`src/gearbox_pkg.sv`:
```
/*
  Shared constants, mode encoding and carrier types of the input gearbox.
  Assumes nothing beyond a SystemVerilog compiler; imported whole by each module.
*/
package gearbox_pkg;

  // Word widths per configuration
  localparam logic [3:0] WIDTH_VIDEO = 4'h7;
  localparam logic [3:0] WIDTH_EIGHT = 4'h8;
  localparam logic [3:0] WIDTH_FOUR = 4'h4;

  // Capture history depth, two full words
  localparam int HIST_W = 16;
  localparam int OUT_W = 8;
  localparam int HALF_W = 4;

  // Reset values
  localparam logic [OUT_W-1:0] WORD_RESET = 8'h00;
  localparam logic [HIST_W-1:0] HIST_RESET = 16'h0000;
  localparam logic [2:0] PHASE_RESET = 3'h0;
  localparam logic [3:0] COUNT_RESET = 4'h0;

  typedef enum logic [1:0] {
    MODE_VIDEO7 = 2'b00,
    MODE_GEAR8 = 2'b01,
    MODE_DUAL4 = 2'b10
  } gear_mode_type;

  // Control coming from the core logic on sys_clk
  typedef struct packed {
    gear_mode_type mode;
    logic word_align_request_first;
    logic word_align_request_third;
  } gear_ctrl_type;

  // Serial inputs from the two io logic cells, asynchronous to sys_clk
  typedef struct packed {
    logic fast_edge_clock;
    logic data_first;
    logic data_third;
  } gear_pins_type;

endpackage : gearbox_pkg

```
`src/input_gearbox_deserializer.sv`:
```
/*
  Input gearbox of a bottom-edge io cell group: serial to parallel in one
  7-bit video, one 8-bit or two independent 4-bit configurations.
  Assumes the fast edge clock and serial data arrive asynchronously and are
  slow enough (half period well above two sys_clk periods) to be oversampled.
*/
`timescale 1ns/1ns
module input_gearbox_deserializer
  import gearbox_pkg::*;
(
  // Clock and reset
  input wire logic sys_clk,
  input wire logic reset_n,
  // Pins: edge clock and delayed serial data of io logic cells
  input wire gear_pins_type pins,
  // Core control
  input wire gear_ctrl_type ctrl,
  // Parallel words to the core
  output logic [OUT_W-1:0] q,
  output logic word_valid
);

  logic [2:0] sync1_r, sync1_nxt;
  logic [2:0] sync2_r, sync2_nxt;
  logic clk_prev_r, clk_prev_nxt;
  logic [1:0] req_prev_r, req_prev_nxt;
  logic [OUT_W-1:0] q_r, q_nxt;
  logic valid_r, valid_nxt;
  logic bit_strobe;
  logic [3:0] width_first;
  logic [1:0] align_pulse;
  logic [OUT_W-1:0] word_first, word_third;
  logic upd_first, upd_third;

  ////////////////////////////////////////////////////////////////////////////
  // Pin synchronisers; first stage feeds only the second
  always_comb begin
    sync1_nxt = {pins.fast_edge_clock, pins.data_first, pins.data_third};
    sync2_nxt = sync1_r;
    clk_prev_nxt = sync2_r[2];
    req_prev_nxt = {ctrl.word_align_request_first, ctrl.word_align_request_third};
  end

  always_ff @(posedge sys_clk or negedge reset_n) begin
    if (!reset_n) begin
      sync1_r <= 3'h0;
      sync2_r <= 3'h0;
      clk_prev_r <= 1'b0;
      req_prev_r <= 2'h0;
    end else begin
      sync1_r <= sync1_nxt;
      sync2_r <= sync2_nxt;
      clk_prev_r <= clk_prev_nxt;
      req_prev_r <= req_prev_nxt;
    end
  end

  // Either edge of the edge clock is one bit time
  assign bit_strobe = sync2_r[2] ^ clk_prev_r;

  // Core request is on sys_clk already; rising edge makes one slip
  assign align_pulse[1] = ctrl.word_align_request_first & ~req_prev_r[1];
  assign align_pulse[0] = ctrl.word_align_request_third & ~req_prev_r[0];

  ////////////////////////////////////////////////////////////////////////////
  // Width of the first lane follows the mode
  always_comb begin
    unique case (ctrl.mode)
      MODE_VIDEO7: width_first = WIDTH_VIDEO;
      MODE_GEAR8: width_first = WIDTH_EIGHT;
      MODE_DUAL4: width_first = WIDTH_FOUR;
      default: width_first = WIDTH_EIGHT; // Unused code behaves as 8-bit
    endcase
  end

  // Stages one and two; first lane fed from the first io logic cell
  gearbox_lane lane_first (
    .sys_clk(sys_clk),
    .reset_n(reset_n),
    .bit_strobe(bit_strobe),
    .serial_bit(sync2_r[1]),
    .word_width(width_first),
    .align_pulse(align_pulse[1]),
    .aligned_word(word_first),
    .update_pulse(upd_first)
  );

  // Second 4-bit lane, only meaningful in dual mode
  gearbox_lane lane_third (
    .sys_clk(sys_clk),
    .reset_n(reset_n),
    .bit_strobe(bit_strobe),
    .serial_bit(sync2_r[0]),
    .word_width(WIDTH_FOUR),
    .align_pulse(align_pulse[0]),
    .aligned_word(word_third),
    .update_pulse(upd_third)
  );

  ////////////////////////////////////////////////////////////////////////////
  // Stage three: hand words to the core on the word-rate enable
  always_comb begin
    q_nxt = q_r;
    valid_nxt = 1'b0;
    unique case (ctrl.mode)
      MODE_VIDEO7: begin
        if (upd_first) begin
          q_nxt = {1'b0, word_first[6:0]};
          valid_nxt = 1'b1;
        end
      end
      MODE_DUAL4: begin
        // Halves update on their own strobes; both share one edge clock
        if (upd_first) begin
          q_nxt[OUT_W-1:HALF_W] = word_first[HALF_W-1:0];
        end
        if (upd_third) begin
          q_nxt[HALF_W-1:0] = word_third[HALF_W-1:0];
        end
        valid_nxt = upd_first | upd_third;
      end
      default: begin
        if (upd_first) begin
          q_nxt = word_first;
          valid_nxt = 1'b1;
        end
      end
    endcase
  end

  // Three register stages in total: capture, align, this one
  always_ff @(posedge sys_clk or negedge reset_n) begin
    if (!reset_n) begin
      q_r <= WORD_RESET;
      valid_r <= 1'b0;
    end else begin
      q_r <= q_nxt;
      valid_r <= valid_nxt;
    end
  end

  assign q = q_r;
  assign word_valid = valid_r;

endmodule : input_gearbox_deserializer

```
`src/gearbox_lane.sv`:
```
/*
  One deserializer lane: capture history, bit counter, word boundary alignment.
  Assumes bit_strobe is a one-cycle pulse on each edge of the fast edge clock and
  that serial_bit is already synchronised to sys_clk.
*/
`timescale 1ns/1ns
module gearbox_lane
  import gearbox_pkg::*;
(
  // Clock and reset
  input wire logic sys_clk,
  input wire logic reset_n,
  // Serial side
  input wire logic bit_strobe,
  input wire logic serial_bit,
  // Control
  input wire logic [3:0] word_width,
  input wire logic align_pulse,
  // Aligned word, stage two
  output logic [OUT_W-1:0] aligned_word,
  output logic update_pulse
);

  logic [HIST_W-1:0] hist_r, hist_nxt;
  logic [3:0] bit_cnt_r, bit_cnt_nxt;
  logic [2:0] align_phase_select_r, align_phase_select_nxt;
  logic [OUT_W-1:0] aligned_r, aligned_nxt;
  logic update_r, update_nxt;

  ////////////////////////////////////////////////////////////////////////////
  // Pick width bits ending phase bits back from the newest one
  function automatic logic [OUT_W-1:0] pick_word(input logic [HIST_W-1:0] hist,
                                                 input logic [3:0] width,
                                                 input logic [2:0] phase);
    logic [OUT_W-1:0] word;
    int base;
    word = WORD_RESET;
    base = HIST_W - int'(width) - int'(phase);
    for (int i = 0; i < OUT_W; i++) begin
      if (i < int'(width)) begin
        word[i] = hist[base + i];
      end
    end
    return word;
  endfunction : pick_word

  ////////////////////////////////////////////////////////////////////////////
  // Next state: capture, count, align
  always_comb begin
    hist_nxt = hist_r;
    bit_cnt_nxt = bit_cnt_r;
    align_phase_select_nxt = align_phase_select_r;
    aligned_nxt = aligned_r;
    update_nxt = 1'b0;
    // Oldest bit lands lowest, so first received bit is word bit 0
    if (bit_strobe) begin
      hist_nxt = {serial_bit, hist_r[HIST_W-1:1]};
      if (bit_cnt_r >= word_width - 4'h1) begin
        bit_cnt_nxt = COUNT_RESET;
        update_nxt = 1'b1;
      end else begin
        bit_cnt_nxt = bit_cnt_r + 4'h1;
      end
    end
    // Slip one bit per request, wrapping at the word width
    if (align_pulse) begin
      if ({1'b0, align_phase_select_r} >= word_width - 4'h1) begin
        align_phase_select_nxt = PHASE_RESET;
      end else begin
        align_phase_select_nxt = align_phase_select_r + 3'h1;
      end
    end else if ({1'b0, align_phase_select_r} >= word_width) begin
      align_phase_select_nxt = PHASE_RESET; // Mode changed under us
    end
    // Word latched on the update strobe using the current phase select
    if (update_nxt) begin
      aligned_nxt = pick_word(hist_nxt, word_width, align_phase_select_r);
    end
  end

  // Registers; reset clears capture and alignment state
  always_ff @(posedge sys_clk or negedge reset_n) begin
    if (!reset_n) begin
      hist_r <= HIST_RESET;
      bit_cnt_r <= COUNT_RESET;
      align_phase_select_r <= PHASE_RESET;
      aligned_r <= WORD_RESET;
      update_r <= 1'b0;
    end else begin
      hist_r <= hist_nxt;
      bit_cnt_r <= bit_cnt_nxt;
      align_phase_select_r <= align_phase_select_nxt;
      aligned_r <= aligned_nxt;
      update_r <= update_nxt;
    end
  end

  assign aligned_word = aligned_r;
  assign update_pulse = update_r;

endmodule : gearbox_lane

```
`config.mk`:
```
export PLATFORM = sky130hd
export DESIGN_NAME = input_gearbox_deserializer
export DESIGN_NICKNAME = d
export VERILOG_FILES = /design/src/gearbox_pkg.sv /design/src/input_gearbox_deserializer.sv /design/src/gearbox_lane.sv
export SDC_FILE = /design/constraint.sdc
export NUM_CORES = 1
export LEC_CHECK = 0
export BUFFER_PORTS_ARGS = -buffer_cell sky130_fd_sc_hd__buf_2
export CORE_MARGIN = 1.5
export CORE_UTILIZATION = 40
export DETAILED_ROUTE_END_ITERATION = 10
export PLACE_DENSITY = 0.64
export SLEW_MARGIN = 40
export SYNTH_ARGS = -nofsm -noshare
export SYNTH_HDL_FRONTEND = slang
export SYNTH_SLANG_ARGS = --single-unit
```
`constraint.sdc`:
```
create_clock -name sys_clk -period 2.5 [get_ports sys_clk]
set_input_delay 0.375 -clock sys_clk [delete_from_list [all_inputs] [get_ports sys_clk]]
set_output_delay 0.375 -clock sys_clk [all_outputs]
set_load 0.01 [all_outputs]
```
Word level (Yosys, flattened, before mapping)

Index checks and enable logic that the tools add are counted.

Logic and storage cells: 141
Flip-flop bits (word level): 78
Output and inout bits: 9
Input port bits: 9

Reductions and logical operators: 5
Mux-type cells: 66
Add/subtract/negate cells: 18
Bitwise operators: 6
Order comparisons: 26
Equality and inequality tests: 3

Operators by type and width:

| kind                  | count |
|---|---|
| $lt 32x6->1 const B   | 12 |
| $add 32x3->32 const B | 4 |
| $add 32x4->32 const B | 4 |
| $add 32x2->32 const B | 2 |
| $bmux 1 s4            | 12 |
| $mux 1                | 38 |
| $mux 16               | 2 |
| $sub 32x4->32         | 1 |
| $mux 3                | 6 |
| $lt 3x4->1 const A    | 4 |
| $mux 4                | 4 |
| $mux 8                | 2 |
| $pmux 8 s2            | 1 |
| $add 4x1->4 const B   | 2 |
| $ge 3x4->1            | 2 |
| $lt 1x4->1 const A    | 2 |
| $lt 2x4->1 const A    | 2 |
| $pmux 4 s2            | 1 |
| $add 3x1->3 const B   | 2 |
| $reduce_bool 2->1     | 3 |
| $sub 5x4->6 const A   | 1 |
| $sub 4x3->5 const A   | 1 |
| $ge 4x2->1 const B    | 1 |
| $ge 4x4->1            | 1 |
| 11 further kinds      | 14 |

Longest topological paths before layout

Gate-level depths: netlist (run 1).

Depth in word-level cells: 9
Gate-level depth with buffers: 12
Mapped depth without buffers: 11

Hierarchy

From an unflattened synthesis (run 1), not the netlist that was laid out.

Cells, all modules: 575
Area, all modules: 6562.5 um^2

By module, submodules not included:

| module                     | area each (um^2) | instances | seq. area each (um^2) | cells each |
|---|---|---|---|---|
| gearbox_lane at lane_third | 3025.4           | 1         | 800.8                 | 269 |
| gearbox_lane at lane_first | 2842.7           | 1         | 800.8                 | 249 |
| input_gearbox_deserializer | 694.4            | 1         | 450.4                 | 57 |

Worst setup path after synthesis (run 1)

No wires, ideal clock.

Kind: input to register
Start: input port ctrl[3] in the netlist's numbering
End: register lane_first.aligned_r[7], in the netlist lane_first.aligned_word[7]
Stages on the path: 11
Library setup time: 0.076 ns
Arrival: 2.947 ns
Setup slack: -0.524 ns
Buffers on the path: 1
Required time: 2.424 ns
Path through: or2_2 > ha_1 > inv_1 > ha_1 > ha_1 > clkbuf_1 > inv_1 > mux4_2 > mux2i_1 > mux4_2 > o21ai_1

Word-level cells in the longest chain between the ends: 9
Elaborated cells between the ends (all ways): 15
Classes of those cells: 4 x add/sub; 2 x order compare; 1 x eq/ne; 7 x mux; 1 x reduce/logical

RTL lines:

| element                                       | RTL line                         | source |
|---|---|---|
| start: declaration                            | input_gearbox_deserializer.sv:17 | `input wire gear_ctrl_type ctrl,` |
| $eq 2x2->1 or $logic_not 2->1 (tied branches) | input_gearbox_deserializer.sv:68 | `unique case (ctrl.mode)` |
| $pmux 4 s2 *                                  | input_gearbox_deserializer.sv:68 |  |
| $sub 5x4->6                                   | gearbox_lane.sv:38               | `base = HIST_W - int'(width) - int'(phase);` |
| $sub 32x4->32                                 | gearbox_lane.sv:38               |  |
| $add 32x4->32                                 | gearbox_lane.sv:41               | `word[i] = hist[base + i];` |
| $bmux 1 s4                                    | gearbox_lane.sv:41               |  |
| $mux 1 (implied by the code) (2 in a row)     | gearbox_lane.sv:41               |  |
| $mux 1                                        | gearbox_lane.sv:40               | `if (i < int'(width)) begin` |
| end signal: assignment                        | gearbox_lane.sv:93               | `aligned_r <= aligned_nxt;` |
| end: declaration                              | gearbox_lane.sv:27               | `logic [OUT_W-1:0] aligned_r, aligned_nxt;` |

Every way passes the cells marked *; elsewhere a longest branch is shown, timed or not. The select of a mux whose other input is x is not followed.
A chain may end at the register's enable or synchronous reset.

Worst setup path after layout (run 1)

Start: register lane_first.align_phase_select_r[0]
End: register lane_first.aligned_r[4], in the netlist lane_first.aligned_word[4]

Word-level cells in the longest chain between the ends: 6

RTL lines:

| element                                   | RTL line           | source |
|---|---|---|
| start: declaration                        | gearbox_lane.sv:26 | `logic [2:0] align_phase_select_r, align_phase_select_nxt;` |
| start signal: assignment                  | gearbox_lane.sv:92 | `align_phase_select_r <= align_phase_select_nxt;` |
| $sub 32x4->32                             | gearbox_lane.sv:38 |  |
| $add 32x4->32                             | gearbox_lane.sv:41 |  |
| $bmux 1 s4                                | gearbox_lane.sv:41 |  |
| $mux 1 (implied by the code) (2 in a row) | gearbox_lane.sv:41 |  |
| $mux 1                                    | gearbox_lane.sv:40 |  |

No other way between the ends. The select of a mux whose other input is x is not followed.

==> results of run 1 <==
worst max path at each step:
| stage | from | endpoint | slack, ps | cells after the start |
|---|---|---|---|---|
| final | lane_first.align_phase_select_r[0]$_DFFE_PN0P_ | lane_first.aligned_word[4]$_DFFE_PN0P_ | 40 | 9 |
| after global routing | sync2_r[2]$_DFF_PN0_ | lane_first.aligned_word[3]$_DFFE_PN0P_ | -50 | 7 |
| after CTS | lane_first.align_phase_select_r[0]$_DFFE_PN0P_ | lane_first.aligned_word[7]$_DFFE_PN0P_ | 20 | 9 |
| after detailed placement | ctrl[2] | lane_first.aligned_word[3]$_DFFE_PN0P_ | -290 | 12 |
| after global placement | ctrl[2] | lane_first.aligned_word[3]$_DFFE_PN0P_ | -240 | 10 |
| after floorplan | ctrl[2] | lane_first.aligned_word[3]$_DFFE_PN0P_ | -160 | 12 |
power breakdown:
part,leakage (nW),switching [mW],internal (mW),total (mW)
clock network,0.142,0.543,0.774,1.32
logic,1.95,3.15,3.03,6.17
registers,0.986,0.450,1.67,2.12
total,3.07,4.14,5.47,9.61
synth_stat cells (2+ instances only):
library cell  count  area [um^2]
a2111oi_0         3        26.28
a211o_1           3        26.28
a211oi_1          9        67.56
a21o_1            2        15.01
a21oi_1          15        75.07
a221oi_1          2        17.52
a22o_1            2        17.52
a2bb2oi_1         3        26.28
a32o_1            3        30.03
and2_1            4        25.02
buf_1             4        15.01
buf_2             9        45.04
clkbuf_1         19        71.32
clkinv_1          3        11.26
dfrtp_1          78         1952
ha_1             25        312.8
inv_1            14        52.55
inv_2             2        7.510
mux2_2           12        135.1
mux2_4            3        45.04
mux2i_1          27        270.3
mux4_2            9        202.7
nand2_1         132        495.5
nand2b_1         11        68.82
nand3_1           9        45.04
nand4_1           6        37.54
nor2_1           44        165.2
nor2b_1           5        31.28
nor3_1           19        95.09
nor4_1            8        50.05
o2111a_1          2        22.52
o211ai_1          5        37.54
o21ai_0          15        75.07
o221a_1           7        78.83
o221ai_1          9        78.83
o22ai_1           9        56.30
o31ai_1           7        52.55
or2_1             2        12.51
or3_1            17        106.4
xnor2_1           5        43.79
xnor2_2           2        32.53
xor2_1            5        43.79
per-layer routing:
metal  routed length [um]  vias to the layer above  global-route usage
li1                     -                     2296                   -
met1                 6371                     2284              0.2869
met2                 6281                      128              0.3092
met3                  780                       17             0.03017
met4                  272                        0             0.07154
met5                    0                        -                   0
flip-flops by register name, indices dropped and copies added, names as in the netlist:
signal,cells
q,8
lane_third.update_pulse,1
lane_first.aligned_word,8
lane_first.hist_r,16
lane_first.bit_cnt_r,4
lane_third.aligned_word,4
lane_first.align_phase_select_r,3
lane_first.update_pulse,1
lane_third.align_phase_select_r,3
req_prev_r,2
lane_third.bit_cnt_r,4
clk_prev_r,1
lane_third.hist_r,16
sync1_r,3
word_valid,1
sync2_r,3
placed cells by master (no fill, tap or decap), drive strengths merged, types with 17 or more instances in the layout:
cell / n
ha: 25
or3: 17
nor2: 44
inv: 17
nor3: 20
buf: 91
nand2: 133
dfrtp: 78
mux2i: 27
what timing repair did:
action                                 in CTS  in global routing
pin swaps                                   0                 10
setup endpoints to repair                   2                  9
hold buffers                                1                  0
endpoints found under the hold margin       1                  0
setup buffers                               0                  3
gates resized for setup                     2                 30
gates cloned                                0                  0
final cells by class:
type | instances | area, um^2
Fill cell | 1211 | 6499
Multi-Input combinational cell | 469 | 3412
Sequential cell | 78 | 1953
Timing Repair Buffer | 92 | 723.2
Clock buffer | 9 | 225.2
Tap cell | 176 | 220.2
Inverter | 19 | 85.08
Clock inverter | 7 | 72.57
logic make-up (layout without fill, tap and decap cells):
logic type / after synthesis / count (layout) / synth area share
xor+xnor: 17 / 17 / 0.04406
other cells: 1 / 1 / 0.0006951
simple gates: 265 / 265 / 0.2212
compound gates: 109 / 109 / 0.1514
flops: 78 / 78 / 0.3618
fa+ha+maj: 25 / 25 / 0.05798
mux: 52 / 52 / 0.1231
buf+inv: 52 / 127 / 0.03966
worst max-delay path, stage by stage (launching register included):
cell      delay [ps]
dfrtp_1          420
inv_2             70
ha_4             280
buf_12           120
mux2_4           300
mux2_4           280
o21a_1           200
a211oi_2         300
nand2_1          100
a32o_2           280
metrics by stage:
step | hold WS, ps | util
finish | 133.8 | 0.5073
global route | 129.1 | 0.5073
CTS | 125.8 | 0.4961
detailed placement | 334.7 | 0.4726
global placement | 334.8 | 0.4726
floorplan | 79.41 | -
==> impl_results.md, run 1 <==
* Status: finished clean
* Skew final at 4.183 ps
* Synthesized area at 0.005395 mm^2
* Hold path cells at 1
* Worst-path fanout max at 5
* Initial DRC Count at 515
* Initial core utilization at 0.4090
* Vias in the first global route at 4516
* Diode count at 0
* Worst-skew pair later-pin latency at 340 ps
* Placement Setup Slack at -290.2 ps
* Fmax at 406.5 MHz
* Post-synth EDFFs at 0
* TritonRoute pass-1 iters at 5
* Design area at 0.006691 mm^2
* Crit path launch type: register
* Routed WL at 13.71 mm
* Share of synthesized registers carrying an async set or reset at 1.000
* Final Hold Fails at 0
* Layout net count at 703
* Final slew viol count at 0
* Vias/cell at 5.559
* Non-filler instance count after layout at 850
* TritonCTS clock tree: yes
* FF-to-FF path depth at 9
* H-tree depth at 3
* Area grow syn2layout at 24.03%
* Pwr/cell area at 1436 mW/mm^2
* # rows at 42
* Min cycle time layout at 2460 ps
* Worst Hold Launch: pins[1]
* Syn_nets at 633
* Max Cap Viol at 0
* Sequential area share after synthesis at 0.3618
* Synth warnings at 0
* Leak pwr at 3.074 nW
* Syn Area/Cell at 9.007 um^2
* Die Y-Extent at 119.1 um
* Endpoint, Worst Hold: sync1_r[1]$_DFF_PN0_
* Fraction of layout instances using a drive strength above 1 at 0.2552
* Clock Tree Buf Depth at 2
* Most used DFF post-synth: dfrtp_1
* Global-route wire length before repair at 22.80 mm
* Worst EP arrival at 2690 ps
* Core Area at 0.01319 mm^2
* R2R Path End: lane_first.aligned_word[4]$_DFFE_PN0P_
* DRC violations left at 0
* Setup crit end kind: register
* Setup TNS at 0 ps
* Clk pin slew, worst setup/hold paths at 60 ps
* Synthesized netlist cell count at 599
* Final Power at 9.607 mW
* Tightest Hold Check Type: in2reg
* Total CTS buffers at 9
* Gpl congestion at 0.9289
* DIE WIDTH at 119.1 um
* DP HPWL at 10.04 mm
* Final setup viols at 0
* Kind of critical path: reg2reg
* Count of different cell masters after synthesis at 71
* Worst reg2reg startpoint: lane_first.align_phase_select_r[0]$_DFFE_PN0P_
* RSZ-0062 raised after global routing: true
* DP Area at 0.006233 mm^2
* Reg2reg setup slack at 40 ps
* Inst Count DP at 830
* Total global routing track utilization at 0.2007
* Worst EP required at 2730 ps
* Worst VDD drop at 0.4354 mV
* Worst setup margin at 39.95 ps
* Yosys reg bits at 78
* Via count at 4725
* Final global-route overflow total at 0
* Die ar. at 0.01419 mm^2
* Clock sink count at 78
* Max-slew headroom at 0.6500
* Largest net degree at the start of global routing at 46
* Post-DR wirelength/cell at 16.12 um
* Final period util at 0.9840
* Initial antenna violation count at 0
* Actual transition at the worst max-transition pin at 521.1 ps
* ANT nets after route at 0
* Clk root buf: clkbuf_16
* PortBufs at 17
* IO Pins at 18
Power figures use the tool's default switching activity.
==> run 2: changes to the inputs <==
--- a/config.mk
+++ b/config.mk
@@ -8,8 +8,9 @@
 export BUFFER_PORTS_ARGS = -buffer_cell sky130_fd_sc_hd__buf_2
 export CORE_MARGIN = 1.5
 export CORE_UTILIZATION = 40
+export CTS_BUF_LIST = sky130_fd_sc_hd__clkbuf_4 sky130_fd_sc_hd__clkbuf_8
 export DETAILED_ROUTE_END_ITERATION = 10
-export PLACE_DENSITY = 0.64
+export PLACE_DENSITY = 0.62
 export SLEW_MARGIN = 40
 export SYNTH_ARGS = -nofsm -noshare
 export SYNTH_HDL_FRONTEND = slang
==> constraint.sdc (replaced) <==
create_clock -name sys_clk -period 2.55 [get_ports sys_clk]
set_input_delay 0.3825 -clock sys_clk [delete_from_list [all_inputs] [get_ports sys_clk]]
set_output_delay 0.3825 -clock sys_clk [all_outputs]
set_load 0.01 [all_outputs]
==> run 2 against run 1 <==
  * Clock skew grew 7.3 ps
  * Largest power group unchanged
  * Setup slack worse by 14 ps
  * First-iteration DRC count decreased by 20%
  * Total power fell by 8.3%
  * Core utilization down 1.9 points
  * Sequential power is 3% lower
  * Cell count decreased by 1.1%
==> impl_results.md, run 2 (synthesis gave the netlist of run 1 again) <==
* Via count at 4719 (-0.13%)
* Vias/cell at 5.611 (+0.94%)
* Global-route wire length before repair at 22.43 mm (-1.7%)
* Pwr/cell area at 1368 mW/mm^2 (-4.7%)
* Max Cap Viol at 0 (unchanged)
* Largest regs: lane_first.hist_r x16, lane_third.hist_r x16
* Min cycle time layout at 2524 ps (+63.52 ps)
* Final Hold Fails at 0 (unchanged)
* Clock sink count at 78 (unchanged)
* Total CTS buffers at 9 (unchanged)
* Worst EP required at 2830 ps (+100 ps)
* Hold_buf cts at 0 (-1)
* Actual transition at the worst max-transition pin at 486.3 ps (-34.80 ps)
* Final slew viol count at 0 (unchanged)
* Worst-skew pair later-pin latency at 370 ps (+30 ps)
* Status: finished clean
* Reg2reg setup slack at 30 ps (about the same)
* Layout net count at 694 (-1.3%)
* Routed WL at 13.35 mm (-2.6%)
* DRC violations left at 0 (unchanged)
* # rows at 42 (unchanged)
* Crit path launch type: register
* CP cell instances: inv_1 > ha_4 > buf_4 > nor2b_1 > mux2_4 > or2_0 > a2111oi_0 > nor4_1 > o31ai_1
* Fmax at 396.3 MHz (-2.5%)
* Final setup viols at 0 (unchanged)
* Initial core utilization at 0.4090 (unchanged)
* Largest net degree at the start of global routing at 79 (+72%)
* Most common cell after layout, fill and taps aside: nand2_1
* Commonest non-fill, non-tap cells in the layout: 132 x nand2_1, 77 x dfrtp_1, 63 x buf_4
* Initial DRC Count at 414 (-20%)
* RSZ-0062 raised after global routing: true
* Initial antenna violation count at 0 (unchanged)
* Final hold slack at 28.97 ps (-104.8 ps)
* Worst VDD drop at 0.4010 mV (-7.9%)
* Clk root buf: clkbuf_8
* Final period util at 0.9896 (+0.005614)
* PortBufs at 17 (unchanged)
* H-tree depth at 3 (unchanged)
* Final global-route overflow total at 0 (unchanged)
* Core Area at 0.01319 mm^2 (unchanged)
* Skew final at 11.52 ps (+7.342 ps)
* Fillcell total at 1263 (+4.3%)
* CP top delay family: compound AO/OA/AOI/OAI gates
* DIE WIDTH at 119.1 um (unchanged)
* Die ar. at 0.01419 mm^2 (unchanged)
* TritonCTS clock tree: yes
* Leak pwr at 2.976 nW (-3.2%)
* Slowest cell delay on critical path at 500 ps (+80 ps)
* DP HPWL at 9.761 mm (-2.8%)
* Total global routing track utilization at 0.1983 (-0.002406)
* Setup TNS at 0 ps (unchanged)
* TritonRoute pass-1 iters at 5 (unchanged)
* Diode count at 0 (unchanged)
* Worst EP arrival at 2800 ps (+110 ps)
* Crit path buf inv count at 2 (unchanged)
* Gpl congestion at 0.9513 (+2.4%)
* Max-slew headroom at 0.6675 (+0.01749)
* Worst-path fanout max at 10 (+5)
* Slowest CP cell: a2111oi_0
* Setup crit end kind: register
* Die Y-Extent at 119.1 um (unchanged)
* Fraction of layout instances using a drive strength above 1 at 0.2226 (-0.03264)
* Clk pin slew, worst setup/hold paths at 90 ps (+30 ps)
* Tightest Hold Check Type: in2async
* Clock Tree Buf Depth at 2 (unchanged)
* Vias in the first global route at 4458 (-1.3%)
* IO Pins at 18 (unchanged)
* Post-DR wirelength/cell at 15.88 um (-1.5%)
* Area grow syn2layout at 19.34%
* ANT nets after route at 0 (unchanged)
* Kind of critical path: reg2reg
==> run 2: changes by cell type in the layout (fill, tap and decap cells not counted), sizes merged <==
cell / previous run / this run
bufinv: 1 / 2
dlygate4sd3: 1 / 0
clkinvlp: 3 / 2
buf: 91 / 83
clkinv: 5 / 3
clkbuf: 9 / 11
==> run 2: worst reg2reg max path, stage by stage, from the launching register on <==
cell and delay, ps:
dfrtp_1 430, inv_1 130, ha_4 250, buf_4 170, nor2b_1 120, mux2_4 270
or2_0 230, a2111oi_0 500, nor4_1 110, o31ai_1 230
==> run 2: final timing paths <==
check,end,start,cells after the start
setup / recovery,lane_first.aligned_word[3]$_DFFE_PN0P_,lane_first.align_phase_select_r[0]$_DFFE_PN0P_,9
max in group asynchronous,clk_prev_r$_DFF_PN0_,reset_n,2
hold / removal,lane_first.hist_r[5]$_DFF_PN0_,reset_n,2
hold reg to reg,sync2_r[2]$_DFF_PN0_,sync1_r[2]$_DFF_PN0_,0
min in group sys_clk,sync1_r[1]$_DFF_PN0_,pins[1],1
setup reg to reg,lane_first.aligned_word[3]$_DFFE_PN0P_,lane_first.align_phase_select_r[0]$_DFFE_PN0P_,9
==> run 2: metal layers <==
layer  wire length, um  up-vias  track usage
met2              5917      140       0.2934
met4               373        0      0.08961
met1              6360     2269       0.2862
met5                 0        -            0
met3               703       24      0.02969
li1                  -     2286            -
==> run 2: power breakdown <==
part	switching, mW	leakage, nW	internal [mW]
combinational	2.93	1.88	2.74
sequential	0.435	0.986	1.63
clock	0.481	0.113	0.591
==> run 2: metrics by stage <==
step           std cells  power [mW]  instance area [um^2]  utilization  worst slack, ps
6_report             841       8.808                  6439       0.4881            26.44
5_1_grt              841       9.514                  6439       0.4881           -59.19
4_1_cts              839       8.769                  6407       0.4858            5.939
3_5_place_dp         823       7.658                  6181       0.4686           -244.3
3_3_place_gp         823       7.500                  6181       0.4686           -207.4
2_1_floorplan        599       5.948                  5502            -           -121.6
==> run 2: timing repair <==
action                                  in CTS  in global routing
setup buffers                                0                  2
resized for setup                            0                  5
endpoints found under the setup margin       1                  6
hold endpoints to repair                     0                  0
pin swaps                                    1                  2
==> run 2: layout make-up <==
cell class                 instances  area [um^2]  area share
clock buffer                      11        145.1     0.02254
clock inverter                     5        81.33     0.01263
inverter                          19        85.08     0.01321
multi-input combinational        469         3321      0.5157
sequential                        78         1953      0.3033
tap                              176        220.2     0.03420
timing repair buffer              83        633.1     0.09833
==> run 3: changes to the inputs <==
--- a/config.mk
+++ b/config.mk
@@ -10,7 +10,6 @@
 export CORE_UTILIZATION = 40
 export CTS_BUF_LIST = sky130_fd_sc_hd__clkbuf_4 sky130_fd_sc_hd__clkbuf_8
 export DETAILED_ROUTE_END_ITERATION = 10
-export PLACE_DENSITY = 0.62
 export SLEW_MARGIN = 40
 export SYNTH_ARGS = -nofsm -noshare
 export SYNTH_HDL_FRONTEND = slang
==> run 3 against run 2 <==
  * The flow now finishes with violations (negative hold slack)
  * Cell count unchanged
  * Design area about the same
  * Setup slack better by 57 ps
  * Wire length down 1.5%
  * Core utilization about the same
  * Count of clock-buffer cells in the layout down 2
  * Fmax up 2.3%
  * Hold slack worse by 30 ps
  * Critical path type unchanged
  * Largest cell class unchanged
  * Highest routed layer unchanged
==> impl_results.md, run 3 (synthesis gave the netlist of run 1 again) <==
* Status: finished with violations
* Total global routing track utilization at 0.1948 (-0.003579)
* CP top delay family: multiplexers
* Gpl congestion at 0.8893 (-6.5%)
* RSZ-0062 raised after global routing: true
* Initial DRC Count at 302 (-27%)
* FF/Latch Area at 0.001956 mm^2 (+0.13%)
* Actual transition at the worst max-transition pin at 726.0 ps (+239.8 ps)
* Largest net degree at the start of global routing at 79 (unchanged)
* Non-filler instance count after layout at 841 (unchanged)
* Clock Tree Buf Depth at 2 (unchanged)
* Leak pwr at 2.957 nW (-0.64%)
* Clock sink count at 78 (unchanged)
* Setup TNS at 0 ps (unchanged)
* DP HPWL at 9.759 mm (about the same)
* H-tree depth at 3 (unchanged)
* Vias/cell at 5.571 (-0.72%)
* Final slew viol count at 0 (unchanged)
* Final period util at 0.9674 (-0.02226)
* Crit path buf inv count at 2 (unchanged)
* Hold_buf cts at 0 (unchanged)
* Layout net count at 694 (unchanged)
* Via count at 4685 (-0.72%)
* Worst-skew pair later-pin latency at 380 ps (about the same)
* Slowest CP cell: mux4_2
* Largest regs: lane_first.hist_r x16, lane_third.hist_r x16
* Crit path launch type: register
* Clk pin slew, worst setup/hold paths at 90 ps (about the same)
* Worst VDD drop at 0.4743 mV (+18%)
* Placement Setup Slack at -265.9 ps (-21.55 ps)
* Worst EP required at 2850 ps (+20 ps)
* Final hold slack at -1.290 ps (-30.26 ps)
* IO Pins at 18 (unchanged)
* CP cell instances: inv_2 > ha_4 > buf_12 > nor2b_1 > mux2_4 > or2_1 > a21o_1 > mux4_2 > o21ai_1
* Fmax at 405.4 MHz (+2.3%)
* Vias in the first global route at 4357 (-2.3%)
* Pwr/cell area at 1376 mW/mm^2 (+0.55%)
* Global-route wire length before repair at 22.11 mm (-1.4%)
* Inst Count DP at 823 (unchanged)
* Fraction of layout instances using a drive strength above 1 at 0.2271 (+0.004511)
* Most common cell after layout, fill and taps aside: nand2_1
* TritonCTS clock tree: yes
* Area grow syn2layout at 19.25% (about the same)
* PortBufs at 17 (unchanged)
* Final setup viols at 0 (unchanged)
* Clk root buf: clkbuf_8
* Die Y-Extent at 119.1 um (unchanged)
* Worst setup margin at 83.21 ps (+56.78 ps)
* Skew final at 12.81 ps (+1.283 ps)
* Setup crit end kind: register
* Diode count at 0 (unchanged)
* Final Power at 8.850 mW (+0.47%)
* Final global-route overflow total at 0 (unchanged)
* Kind of critical path: reg2reg
* Max Cap Viol at 0 (unchanged)
* Slowest cell delay on critical path at 470 ps (-30 ps)
* ANT nets after route at 0 (unchanged)
* Fillcell total at 1282 (+1.5%)
* DIE WIDTH at 119.1 um (unchanged)
* Final Hold Fails at 3 (+3)
* Failing checks: negative hold slack
* Commonest non-fill, non-tap cells in the layout: 131 x nand2_1, 75 x dfrtp_1, 62 x buf_4
* Initial antenna violation count at 0 (unchanged)
* Total CTS buffers at 9 (unchanged)
* # rows at 42 (unchanged)
* Post-DR wirelength/cell at 15.65 um (-1.5%)
* Min cycle time layout at 2467 ps (-56.78 ps)
* DRC violations left at 0 (unchanged)
* Worst-path fanout max at 8 (-2)
* Max-slew headroom at 0.5160 (-0.1515)
* Core Area at 0.01319 mm^2 (unchanged)
* Die ar. at 0.01419 mm^2 (unchanged)
* Initial core utilization at 0.4090 (unchanged)
* Multi-input logic area at 0.003338 mm^2 (+0.53%)
* TritonRoute pass-1 iters at 5 (unchanged)
* Worst EP arrival at 2770 ps (-30 ps)
* Tightest Hold Check Type: in2async
* Routed WL at 13.16 mm (-1.5%)
run 3: power by group:
group          switching, mW  internal, mW  total, mW
Clock                  0.539         0.476       1.02
Sequential             0.429          1.63       2.06
Combinational           2.97          2.81       5.78
run 3: worst paths after layout:
kind	startpoint	to	slack (ps)	cells after the start
worst min-delay path	reset_n	lane_third.align_phase_select_r[0]$_DFFE_PN0P_	-1	1
worst max-delay path	lane_first.align_phase_select_r[0]$_DFFE_PN0P_	lane_first.aligned_word[7]$_DFFE_PN0P_	80	9
worst min register to register	sync1_r[2]$_DFF_PN0_	sync2_r[2]$_DFF_PN0_	360	0
min in group sys_clk	pins[0]	sync1_r[0]$_DFF_PN0_	100	1
max in group asynchronous	reset_n	sync2_r[2]$_DFF_PN0_	1980	1
worst max register to register	lane_first.align_phase_select_r[0]$_DFFE_PN0P_	lane_first.aligned_word[7]$_DFFE_PN0P_	80	9
run 3: final cells by class:
| cell class | instances | area share |
|---|---|---|
| clock buffer | 9 | 0.01925 |
| sequential | 78 | 0.3040 |
| tap | 176 | 0.03423 |
| multi-input combinational | 469 | 0.5189 |
| inverter | 19 | 0.01264 |
| clock inverter | 7 | 0.01342 |
| timing repair buffer | 83 | 0.09763 |
run 3: metrics by stage:
| stage | util | area, um^2 |
|---|---|---|
| 6_report | 0.4878 | 6434 |
| 3_3_place_gp | 0.4677 | 6168 |
| 5_1_grt | 0.4878 | 6434 |
| 2_1_floorplan | - | 5502 |
| 3_5_place_dp | 0.4679 | 6172 |
| 4_1_cts | 0.4839 | 6382 |
run 3: repair_timing:
action | CTS | global route
gates resized for setup | 0 | 12
buffers inserted | 0 | 2
endpoints found under the setup margin | 0 | 5
run 3: metal layers:
metal  up-vias  global-route usage  share of wire
met5         -                   0              0
met1      2252              0.2842           0.48
met2       137              0.2894           0.45
li1       2277                   -              -
met3        19             0.02730          0.052
met4         0             0.08057          0.023
